## config.mk

```make
export PLATFORM = sky130hd
export DESIGN_NAME = fsg_slave
export DESIGN_NICKNAME = d
export VERILOG_FILES = /design/src/core/fsg_pkg.sv /design/src/core/fsg_dict_if.sv /design/src/core/fsg_slave.sv /design/src/core/fsg_dict.sv
export SDC_FILE = /design/constraint.sdc
export NUM_CORES = 1
export LEC_CHECK = 0
export ABC_AREA = 1
export BUFFER_PORTS_ARGS = -buffer_cell sky130_fd_sc_hd__buf_2
export CAP_MARGIN = 30
export CELL_PAD_IN_SITES_DETAIL_PLACEMENT = 0
export CELL_PAD_IN_SITES_GLOBAL_PLACEMENT = 2
export CORE_AREA = 2 2 240 242
export DETAILED_ROUTE_END_ITERATION = 8
export DIE_AREA = 0 0 242 244
export PLACE_DENSITY_LB_ADDON = 0.1
export SETUP_SLACK_MARGIN = 0.2
export SYNTH_ARGS = -nofsm -noshare
export SYNTH_HDL_FRONTEND = slang
export SYNTH_SLANG_ARGS = --single-unit
export TNS_END_PERCENT = 1
```

## constraint.sdc

```tcl
create_clock -name sys_clk -period 6.7 [get_ports sys_clk]
set_input_delay 0.67 -clock sys_clk [delete_from_list [all_inputs] [get_ports sys_clk]]
set_output_delay 0.67 -clock sys_clk [all_outputs]
set_load 0.01 [all_outputs]
```

## src/core/fsg_pkg.sv

```systemverilog
package fsg_pkg;

    // ------------------------------------------------------------
    // Communication states
    // ------------------------------------------------------------
    typedef enum logic [2:0] {
        FSG_INIT   = 3'h0,
        FSG_PREOP  = 3'h1,
        FSG_SAFEOP = 3'h3,
        FSG_OP     = 3'h2,
        FSG_BOOT   = 3'h4
    } fsg_al_type;

    // ------------------------------------------------------------
    // Object dictionary layout
    // ------------------------------------------------------------
    localparam int         FSG_DICT_N      = 16;
    localparam int         FSG_IDX_W       = 4;
    localparam int         FSG_OBJ_W       = 16;
    localparam int         FSG_MAP_N       = 4;
    localparam int         FSG_MAP_W       = 2;
    localparam logic [3:0] FSG_TXMAP_BASE  = 4'h8;
    localparam logic [3:0] FSG_RXMAP_BASE  = 4'hc;
    localparam logic [3:0] FSG_TXMAP_RST   = 4'h0;
    localparam logic [3:0] FSG_RXMAP_RST   = 4'h4;
    localparam logic [15:0] FSG_OBJ_RST    = 16'h0000;

    // ------------------------------------------------------------
    // Process data area inside the passing frame
    // ------------------------------------------------------------
    localparam logic [7:0] FSG_PD_OFS      = 8'h10;
    localparam logic [7:0] FSG_PD_BYTES    = 8'h08;
    localparam logic [7:0] FSG_BCNT_MAX    = 8'hff;

endpackage

```

## src/core/fsg_dict_if.sv

```systemverilog
`timescale 1ns/10ps
`default_nettype none

interface fsg_dict_if;
    import fsg_pkg::*;

    logic                                  wr;
    logic [FSG_IDX_W-1:0]                  widx;
    logic [FSG_OBJ_W-1:0]                  wdata;
    logic [FSG_DICT_N-1:0][FSG_OBJ_W-1:0]  ent;

    modport user  (output wr, output widx, output wdata, input ent);
    modport store (input wr, input widx, input wdata, output ent);
endinterface

`default_nettype wire

```

## src/core/fsg_slave.sv

```systemverilog
// Summary of operation
// - Five states; moves only on master request, master drives every transition.
// - Firmware-update state entered only from the initialisation state.
// - Firmware-update state passes only file-access mailbox traffic, no process data.
// - Initialisation resets communication state; no mailbox, no process data.
// - Pre-operational services mailbox; process data transmit and receive disabled.
// - Safe-operational services mailbox, sends inputs, ignores received outputs.
// - Operational services mailbox, sends and accepts process data.
// - Process data cyclic with each frame; mailbox acyclic on demand.
// - Cyclic payload built only from the configured mapping entries.
// - Every dictionary object readable and writable through the mailbox.
// - Own data inserted into the passing frame on the fly.
`timescale 1ns/10ps
`default_nettype none

module fsg_slave #(
    parameter logic [7:0] PD_OFS = fsg_pkg::FSG_PD_OFS
) (
    input  wire logic                           sys_clk,
    input  wire logic                           rst_n,
    input  wire logic                           req_valid,
    input  wire fsg_pkg::fsg_al_type            req_state,
    input  wire logic                           mbx_valid,
    input  wire logic                           mbx_write,
    input  wire logic                           mbx_file,
    input  wire logic [fsg_pkg::FSG_IDX_W-1:0]  mbx_idx,
    input  wire logic [fsg_pkg::FSG_OBJ_W-1:0]  mbx_wdata,
    output logic                                mbx_rsp_valid,
    output logic                                mbx_rsp_ok,
    output logic [fsg_pkg::FSG_OBJ_W-1:0]       mbx_rsp_data,
    output logic                                fw_valid,
    output logic [fsg_pkg::FSG_OBJ_W-1:0]       fw_data,
    input  wire logic                           app_wr,
    input  wire logic [fsg_pkg::FSG_IDX_W-1:0]  app_idx,
    input  wire logic [fsg_pkg::FSG_OBJ_W-1:0]  app_wdata,
    output logic                                app_rx_valid,
    output logic [fsg_pkg::FSG_IDX_W-1:0]       app_rx_idx,
    output logic [fsg_pkg::FSG_OBJ_W-1:0]       app_rx_data,
    input  wire logic                           frm_in_valid,
    input  wire logic                           frm_in_sof,
    input  wire logic [7:0]                     frm_in_data,
    output logic                                frm_out_valid,
    output logic [7:0]                          frm_out_data,
    output fsg_pkg::fsg_al_type                 al_state,
    output logic                                al_error,
    output logic                                mbx_en,
    output logic                                pd_tx_en,
    output logic                                pd_rx_en
);
    import fsg_pkg::*;

    typedef struct packed {
        fsg_al_type            al;
        logic                  err;
        logic                  mbe;
        logic                  txe;
        logic                  rxe;
        logic [7:0]            bcnt;
        logic [7:0]            lo;
        logic                  fov;
        logic [7:0]            fdat;
        logic                  rv;
        logic                  ok;
        logic [FSG_OBJ_W-1:0]  rd;
        logic                  fwv;
        logic [FSG_OBJ_W-1:0]  fwd;
        logic                  arv;
        logic [FSG_IDX_W-1:0]  ari;
        logic [FSG_OBJ_W-1:0]  ard;
    } fsg_top_type;

    localparam fsg_top_type FSG_TOP_RST = '{
        al: FSG_INIT, err: 1'b0, mbe: 1'b0, txe: 1'b0, rxe: 1'b0,
        bcnt: 8'h00, lo: 8'h00, fov: 1'b0, fdat: 8'h00, rv: 1'b0, ok: 1'b0,
        rd: 16'h0000, fwv: 1'b0, fwd: 16'h0000, arv: 1'b0, ari: 4'h0,
        ard: 16'h0000};

    fsg_top_type q;
    fsg_top_type next_q;

    fsg_dict_if dif ();

    fsg_dict u_dict (
        .sys_clk (sys_clk),
        .rst_n   (rst_n),
        .dif     (dif)
    );

    // ------------------------------------------------------------
    // Transition table
    // ------------------------------------------------------------
    function automatic logic fsg_allowed(fsg_al_type cur, fsg_al_type req);
        logic ok;
        ok = 1'b0;
        if (req == cur || req == FSG_INIT) begin
            ok = 1'b1;
        end else begin
            case (cur)
                FSG_INIT:   ok = (req == FSG_PREOP) || (req == FSG_BOOT);
                FSG_PREOP:  ok = (req == FSG_SAFEOP);
                FSG_SAFEOP: ok = (req == FSG_OP) || (req == FSG_PREOP);
                FSG_OP:     ok = (req == FSG_SAFEOP) || (req == FSG_PREOP);
                default:    ok = 1'b0;
            endcase
        end
        return ok;
    endfunction

    // ------------------------------------------------------------
    // Next state
    // ------------------------------------------------------------
    logic [7:0]            pos;
    logic [7:0]            slot;
    logic [FSG_MAP_W-1:0]  k;
    logic [FSG_IDX_W-1:0]  txobj;
    logic [FSG_IDX_W-1:0]  rxobj;
    logic [FSG_OBJ_W-1:0]  txval;
    logic                  in_tx;
    logic                  in_rx;

    always_comb begin
        next_q      = q;
        next_q.rv   = 1'b0;
        next_q.fwv  = 1'b0;
        next_q.arv  = 1'b0;
        dif.wr      = 1'b0;
        dif.widx    = '0;
        dif.wdata   = '0;

        // State requests
        if (req_valid) begin
            if (fsg_allowed(q.al, req_state)) begin
                next_q.al  = req_state;
                next_q.err = 1'b0;
                if (req_state == FSG_INIT) begin
                    next_q.lo = 8'h00;
                end
            end else begin
                next_q.err = 1'b1;
            end
        end
        // Gates follow the state; registered so ports come from flops
        next_q.mbe = (next_q.al == FSG_PREOP) || (next_q.al == FSG_SAFEOP)
                   || (next_q.al == FSG_OP);
        next_q.txe = (next_q.al == FSG_SAFEOP) || (next_q.al == FSG_OP);
        next_q.rxe = (next_q.al == FSG_OP);

        // Frame passes with one cycle of latency, never buffered whole
        pos   = frm_in_sof ? 8'h00 : q.bcnt;
        slot  = 8'(pos - PD_OFS);
        k     = slot[FSG_MAP_W:1];
        in_tx = (pos >= PD_OFS) && (slot < FSG_PD_BYTES);
        in_rx = (pos >= PD_OFS) && (slot >= FSG_PD_BYTES)
              && (slot < 8'(FSG_PD_BYTES + FSG_PD_BYTES));
        txobj = dif.ent[4'(FSG_TXMAP_BASE + {2'b00, k})][FSG_IDX_W-1:0];
        rxobj = dif.ent[4'(FSG_RXMAP_BASE + {2'b00, k})][FSG_IDX_W-1:0];
        txval = dif.ent[txobj];
        next_q.fov  = frm_in_valid;
        next_q.fdat = frm_in_data;
        if (frm_in_valid) begin
            next_q.bcnt = (pos == FSG_BCNT_MAX) ? pos : 8'(pos + 8'h01);
            if (in_tx && q.txe) begin
                next_q.fdat = slot[0] ? txval[15:8] : txval[7:0];
            end
            if (in_rx && q.rxe) begin
                if (!slot[0]) begin
                    next_q.lo = frm_in_data;
                end else begin
                    dif.wr     = 1'b1;
                    dif.widx   = rxobj;
                    dif.wdata  = {frm_in_data, q.lo};
                    next_q.arv = 1'b1;
                    next_q.ari = rxobj;
                    next_q.ard = {frm_in_data, q.lo};
                end
            end
        end

        // Mailbox, served whenever a request arrives
        if (mbx_valid) begin
            next_q.rv = 1'b1;
            next_q.rd = dif.ent[mbx_idx];
            if (mbx_file) begin
                next_q.ok = (q.al == FSG_BOOT);
                if (q.al == FSG_BOOT && mbx_write) begin
                    next_q.fwv = 1'b1;
                    next_q.fwd = mbx_wdata;
                end
            end else if (q.mbe && mbx_write) begin
                // Write port busy with received process data: refuse, retry
                next_q.ok = !dif.wr;
                if (!dif.wr) begin
                    dif.wr    = 1'b1;
                    dif.widx  = mbx_idx;
                    dif.wdata = mbx_wdata;
                end
            end else begin
                next_q.ok = q.mbe;
            end
        end

        // Drive publishes its actual values; lowest priority, may be dropped
        if (app_wr && !dif.wr) begin
            dif.wr    = 1'b1;
            dif.widx  = app_idx;
            dif.wdata = app_wdata;
        end
    end

    always_ff @(posedge sys_clk) begin
        if (!rst_n) begin
            q <= FSG_TOP_RST;
        end else begin
            q <= next_q;
        end
    end

    // ------------------------------------------------------------
    // Outputs
    // ------------------------------------------------------------
    assign al_state      = q.al;
    assign al_error      = q.err;
    assign mbx_en        = q.mbe;
    assign pd_tx_en      = q.txe;
    assign pd_rx_en      = q.rxe;
    assign frm_out_valid = q.fov;
    assign frm_out_data  = q.fdat;
    assign mbx_rsp_valid = q.rv;
    assign mbx_rsp_ok    = q.ok;
    assign mbx_rsp_data  = q.rd;
    assign fw_valid      = q.fwv;
    assign fw_data       = q.fwd;
    assign app_rx_valid  = q.arv;
    assign app_rx_idx    = q.ari;
    assign app_rx_data   = q.ard;
endmodule

`default_nettype wire

```

## src/core/fsg_dict.sv

```systemverilog
`timescale 1ns/10ps
`default_nettype none

module fsg_dict (
    input  wire logic  sys_clk,
    input  wire logic  rst_n,
    fsg_dict_if.store  dif
);
    import fsg_pkg::*;

    typedef struct packed {
        logic [FSG_DICT_N-1:0][FSG_OBJ_W-1:0] ent;
    } fsg_dict_type;

    // ------------------------------------------------------------
    // Reset image: mapping entries point at default objects
    // ------------------------------------------------------------
    function automatic fsg_dict_type fsg_rst_image();
        fsg_dict_type r;
        for (int i = 0; i < FSG_DICT_N; i++) begin
            r.ent[i] = FSG_OBJ_RST;
        end
        for (int k = 0; k < FSG_MAP_N; k++) begin
            r.ent[int'(FSG_TXMAP_BASE) + k] = 16'(int'(FSG_TXMAP_RST) + k);
            r.ent[int'(FSG_RXMAP_BASE) + k] = 16'(int'(FSG_RXMAP_RST) + k);
        end
        return r;
    endfunction

    localparam fsg_dict_type FSG_DICT_RST = fsg_rst_image();

    fsg_dict_type q;
    fsg_dict_type next_q;

    always_comb begin
        next_q = q;
        if (dif.wr) begin
            next_q.ent[dif.widx] = dif.wdata;
        end
    end

    always_ff @(posedge sys_clk) begin
        if (!rst_n) begin
            q <= FSG_DICT_RST;
        end else begin
            q <= next_q;
        end
    end

    assign dif.ent = q.ent;
endmodule

`default_nettype wire

```

# Word-level counts from Yosys, hierarchy flattened
# Cells that the tools add are included.
dict set report op_classes {
  muxes 57
  eq_ne 13
  reduce_logical 24
  addsub 4
  n_lt_le_gt_ge 10
}
# cell count
set op_table {}
lappend op_table {{$bmux W16 S4} 4}
lappend op_table {{$bwmux W256} 1}
lappend op_table {{$mux W16} 11}
lappend op_table {{$mux W8} 11}
lappend op_table {{$demux W16 S4} 1}
lappend op_table {{$mux W4} 11}
lappend op_table {{$mux W35} 1}
lappend op_table {{$mux W17} 2}
lappend op_table {{$lt A4 B5 Y1 const B} 5}
lappend op_table {{$mux W21} 1}
lappend op_table {{$eq A3 B2 Y1 const B} 6}
lappend op_table {{$mux W1} 12}
lappend op_table {{$reduce_and A3 Y1} 4}
lappend op_table {{$eq A3 B1 Y1 const B} 3}
lappend op_table {{$logic_and A1 B1 Y1} 9}
lappend op_table {{$add A8 B1 Y8 const B} 1}
lappend op_table {{$eq A8 B8 Y1 const B} 1}
lappend op_table {{$ge A8 B4 Y1 const B} 1}
lappend op_table {{$ge A8 B5 Y1 const B} 1}
lappend op_table {{$lt A8 B4 Y1 const B} 1}
lappend op_table {{$lt A8 B5 Y1 const B} 1}
lappend op_table {{$sub A8 B5 Y8 const B} 1}
lappend op_table {{$logic_or A1 B1 Y1} 7}
lappend op_table {{$eq A3 B3 Y1 const B} 2}
lappend op_table {{other kinds (8)} 10}
dict set report totals {
  regBits 344
  output_inout_bits 72
  word_cells 141
}

# Depth between registers and ports, before layout
dict set report depth {
  depth_word 19
  mapped_depth 18
  mapped_depth_nobuf 16
}

# Modules after synthesis
# Synthesis repeated with hierarchy kept, for this count alone.
dict set report unflattened {
  hier_cells 3342
  area_unflattened_um2 20190.6
}
# mod cells_each seq_area_each_um2 area_per_inst_um2 instances
set by_module_without_submodules {}
lappend by_module_without_submodules {fsg_slave 1860 1761.7 10129.7 1}
lappend by_module_without_submodules {fsg_dict 1482 5124.9 10060.9 1}

# Worst setup path before layout
# No wires, ideal clock.
dict set report synth_path {
  path_kind {in2reg}
  startpoint {in mbx_valid}
  endpoint {reg u_dict.q (netlist bit u_dict.dif.ent[241])}
  arrival_ps 2302
  slack_ps 4268
  path_buffers 2
  required_time_ps 6570
  setup_ps 130
  stages 15
  path_cell_list {buf_2 nand2_1 nor2_1 nand2_1 clkinv_1 nand2_1 o21ai_2 inv_2 nand2_1 nand2_2 nor2_1 buf_2 inv_1 nand2_1 nand3_1}
}
dict set report synth_between {
  elab_chain_cells 9
  elab_cells_between_ends 14
  classes_between {2 x order compare; 9 x mux; 3 x reduce/logical}
}
# item line
set synth_rtl {}
lappend synth_rtl {{from (decl)} fsg_slave.sv:23} ;# input wire logic mbx_valid,
lappend synth_rtl {{$mux W1} fsg_slave.sv:180} ;# if (mbx_valid) begin
lappend synth_rtl {{$logic_not A1 Y1} fsg_slave.sv:203} ;# if (app_wr && !dif.wr) begin
lappend synth_rtl {{$logic_and A1 B1 Y1} fsg_slave.sv:203}
lappend synth_rtl {{$mux W4} fsg_slave.sv:203}
lappend synth_rtl {{$lt A4 B5 Y1 (not written as such) / $ge A4 B1 Y1 (equally long branches)} fsg_dict.sv:38} ;# next_q.ent[dif.widx] = dif.wdata;
lappend synth_rtl {{$logic_and A1 B1 Y1 (not written as such)} fsg_dict.sv:38}
lappend synth_rtl {{$mux W16 (not written as such)} fsg_dict.sv:38}
lappend synth_rtl {{$demux W16 S4} n/a}
lappend synth_rtl {{$bwmux W256} fsg_dict.sv:38}
lappend synth_rtl {{to (signal assigned)} fsg_dict.sv:46} ;# q <= next_q;
lappend synth_rtl {{to (decl)} fsg_dict.sv:32} ;# fsg_dict_type q;
# Parallel ways exist; a longest one is shown, timed or not.
# A chain may end at the register's enable or synchronous reset.

# Worst setup path after layout
dict set report layout_path {
  startpoint {reg q[74] (netlist bit)}
  endpoint {reg q (netlist bit frm_out_data[2])}
}
dict set report layout_between {
  elab_chain_cells 10
  elab_cells_between_ends 14
  classes_between {2 x add/sub; 2 x order compare; 8 x mux; 2 x reduce/logical}
}
# item line
set layout_rtl {}
lappend layout_rtl {{from (decl)} fsg_slave.sv:78} ;# fsg_top_type q;
lappend layout_rtl {{from (signal assigned)} fsg_slave.sv:214} ;# q <= next_q;
lappend layout_rtl {{$mux W8 (*)} fsg_slave.sv:149} ;# pos = frm_in_sof ? 8'h00 : q.bcnt;
lappend layout_rtl {{$sub A8 B5 Y8} fsg_slave.sv:150} ;# slot = 8'(pos - PD_OFS);
lappend layout_rtl {{$add A4 B2 Y4} fsg_slave.sv:155} ;# txobj = dif.ent[4'(FSG_TXMAP_BASE + {2'b00, k})][FSG_IDX_W-1:0];
lappend layout_rtl {{$bmux W16 S4} fsg_slave.sv:155}
lappend layout_rtl {{$mux W4 (not written as such)} fsg_slave.sv:155}
lappend layout_rtl {{$bmux W16 S4} fsg_slave.sv:157} ;# txval = dif.ent[txobj];
lappend layout_rtl {{$mux W16 (not written as such)} fsg_slave.sv:157}
lappend layout_rtl {{$mux W8} fsg_slave.sv:163} ;# next_q.fdat = slot[0] ? txval[15:8] : txval[7:0];
lappend layout_rtl {{$mux W8 (*)} fsg_slave.sv:162} ;# if (in_tx && q.txe) begin
lappend layout_rtl {{$mux W8 (*)} fsg_slave.sv:160} ;# if (frm_in_valid) begin
# Every way passes the cells marked *; elsewhere a longest branch is shown, timed or not. The select of a mux whose other input is x is not followed.

==> summary.md <==
| Metric | Value |
|---|---|
| Outcome | finished, final reports clean |
| Worst VDD drop | 0.000156 V |
| Chip Height | around 240 um |
| R2R Setup Slk | 2740 ps |
| Setup violators final | 0 |
| CP startpoint | q[74]$_SDFFE_PN0P_ |
| Vias | between 15,000 and 20,000 |
| Headroom to the max-slew limit | 0.163 |
| Worst hold path class | in -> reg |
| Setup Fix Bufs, Post-CTS | 0 |
| H-tree depth | 2 |
| Skew-Pair Late Insertion Delay | roughly 600 ps |
| Horiz. Die Dim | around 240 um |
| Slowest-stage cell, CP | nor2_1 |
| DR iter-0 viols | 1,422 |
| Top post-synthesis cells by area | dfxtp_1, nand2_1, nor2_1, nand3_1, inv_1 |
| RSZ-0062 raised after global routing | no |
| Starting Density | 0.348 |
| Share of cells above drive strength 1 | 0.101 |
| Asr flop ratio synth | 0 |
| Placed Area | between 20,000 and 25,000 um2 |
| Synth Instances | about 3,200 |
| Worst-Margin Slew | ~1300 ps |
| R2r startpoint | q[74]$_SDFFE_PN0P_ |
| ANT cells | 0 |
| Io pins | between 100 and 150 |
| Initial antenna violation count | 0 |
| Final HPWL DP | about 48,000 um |
| Final nets | between 3,000 and 4,000 |
| Mapped Area | just under 20,000 um2 |
| Clock Path Buffers | 3 |
| Worst EP required | between 7000 and 8000 ps |
| First-pass GRT wire length | around 120,000 um |
| Core area | 56,200 um2 |
| Cts hold-fix bufs | 0 |
| Final Skew | 26.6 ps |
| Worst hold path depth | 3 |
| Worst Setup End Kind | flop |
| Cell Chain, Critical Path | inv_2 > nor2_1 > nand2_1 > nand2_1 > nand2_1 > nand2_2 > buf_4 > buf_4 > nand3_1 > nand3_1 > nand3_1 > nand3_1 > nand2_1 > a21oi_1 |
| CP startpoint kind | flop |
| #FFs+latches synth | 344 |
| Largest net degree at the start of global routing | approximately 190 |
| Cell taking the most area after synthesis | dfxtp_1 |
| Vias in the first global route | 18,700 |
| Worst Path Arrival | 4460 ps |
| Clock sinks | approximately 340 |
| Remaining DRCs | 0 |
| Stages on worst setup path | 14 |
| CP endpoint | frm_out_data[2]$_SDFF_PN0_ |
| CTS clk-pin slew, worst paths | around 70 ps |
| # rows | between 80 and 90 |
| Die area | 59,000 um2 |
| Setup TNS | 0 ps |
| Antenna viol nets, final | 0 |
| Max incr delay on CP | just under 800 ps |
| Yosys cell types | 36 |
| Pleak | between 9 and 10 nW |
| TritonCTS clock tree | yes |
| Main synth FF type | dfxtp_1 |
| Final Critical Period | just under 4000 ps |
| FMAX | 253 MHz |
| Yosys warns | 0 |
| Reg-to-Reg End | frm_out_data[2]$_SDFF_PN0_ |
| Layout Cell Area excl Fill | approximately 22,000 um2 |
| Most common cell in the netlist | nand2_1 |
| Post_cts resized | 0 |
| Vias/cell | between 5 and 6 |
| EDFF count, synth | 0 |
| CTS Buf Count | 43 |
| Port Buf Inserts | between 100 and 150 |
| Crit share post-route | 0.591 |
| 1st-pass router iterations | 5 |
| Pwr Density | 257 nW/um2 |
| Crit Path Class | reg -> reg |
| Synth top area share | 0.352 |
| Global Route Usage Sum | 0.260 |
| Slew Viols, Final | 0 |
| Post-Synthesis Net Count | 3,276 |
| Endpoints failing hold | 0 |
| Synth top cells by count | nand2_1, nor2_1, dfxtp_1, nand3_1, inv_1 |
| Syn avg cell area | around 6 um2 |
| Synthesis-to-finish area growth | 10.7% |
| Root cell of the clock tree | clkbuf_16 |
| Crit-path leading delay family | simple AND/OR/NAND/NOR gates |
| Wire length per cell | 19.7 um |
| Gr ovfl total | 0 |
| Final Wtd Congestion | between 0.8 and 0.9 |
| Sequential fraction of the synthesis area | 0.352 |
| Worst Reg2Reg Path Length in Cells | 14 |
| Routed wire length | ~78,000 um |
| CP Buf/Inv Count | 3 |
| CP max FO | 33 |
| Max-cap violation count | 0 |
area by class of cell:
class	count	area (um2)
Clock buffer	61	1240
Clock inverter	17	203
Fill cell	6203	34500
Inverter	333	1260
Multi-Input combinational cell	2252	9990
Sequential cell	344	6890
Tap cell	756	946
Timing Repair Buffer	179	1130
worst register-to-register path: cells and delay by family (launching register included):
family	cells	cell delay [ps]
DFF	1	530
and+or+nand+nor	10	1970
buffers and inverters	3	1250
AOI/OAI and AO/OA	1	160
cells by family (layout without fill, tap and decap cells):
logic type | Yosys count | count (layout) | synth area share
xor+xnor | 3 | 3 | 0.00134
compound gates | 522 | 522 | 0.142
flops | 344 | 344 | 0.352
buf+inv | 618 | 590 | 0.140
simple gates | 1725 | 1725 | 0.363
fa+ha+maj | 2 | 2 | 0.00128
flip-flops by register name (all words and copies together), names as in the netlist:
signal and flops:
al_error 1, al_state 3, app_rx_data 16, app_rx_idx 4, app_rx_valid 1, frm_out_data 8, frm_out_valid 1, fw_data 16
fw_valid 1, mbx_en 1, mbx_rsp_data 16, mbx_rsp_ok 1, mbx_rsp_valid 1, pd_rx_en 1, pd_tx_en 1, q 16
u_dict.dif.ent 256
power breakdown:
| part | leakage, nW | internal (mW) | total (mW) | switching [mW] |
|---|---|---|---|---|
| logic | 5.90 | 0.275 | 0.955 | 0.680 |
| registers | 2.79 | 2.12 | 2.17 | 0.0488 |
| clock network | 0.718 | 1.45 | 2.43 | 0.983 |
per-stage QoR:
stage               setup WS, ps  power (mW)  utilization  cells  hold WS (ps)
finish                      2740        5.56        0.386   3942           368
global placement            2440        3.15        0.358   3859           432
CTS                         2760        5.62        0.386   3942           331
global route                2470        5.81        0.386   3942           355
floorplan                   4270        2.83            -   3214           424
detailed placement          2430        3.17        0.360   3864           437
how the worst min path moves through the flow:
stage / slack, ps / end / from
3_3_place_gp: 430 / fw_data[0]$_SDFFE_PN0P_ / fw_data[0]$_SDFFE_PN0P_
3_5_place_dp: 440 / fw_data[0]$_SDFFE_PN0P_ / fw_data[0]$_SDFFE_PN0P_
4_1_cts: 330 / q[68]$_SDFF_PN0_ / frm_in_data[3]
2_1_floorplan: 420 / fw_data[10]$_SDFFE_PN0P_ / fw_data[10]$_SDFFE_PN0P_
6_report: 370 / q[71]$_SDFF_PN0_ / frm_in_data[6]
5_1_grt: 350 / q[71]$_SDFF_PN0_ / frm_in_data[6]
layer usage:
| layer | routed length, um | GRT usage | up-vias | share of wire |
|---|---|---|---|---|
| li1 | - | - | 9941 | - |
| met1 | 35200 | 0.342 | 9145 | 0.45 |
| met2 | 35900 | 0.435 | 594 | 0.46 |
| met3 | 3840 | 0.0323 | 128 | 0.049 |
| met4 | 2790 | 0.100 | 0 | 0.036 |
| met5 | 0 | 0 | - | 0 |
placed cells by master, fill, tap and decap left out, types with 41 or more instances in the layout:
cell / n
a21oi_1: 232
clkbuf_16: 44
o21ai_0: 227
inv_1: 312
nor2_1: 474
nand3_1: 337
buf_2: 129
dfxtp_1: 344
buf_4: 41
nand2_1: 847
Power figures use the tool's default switching activity.
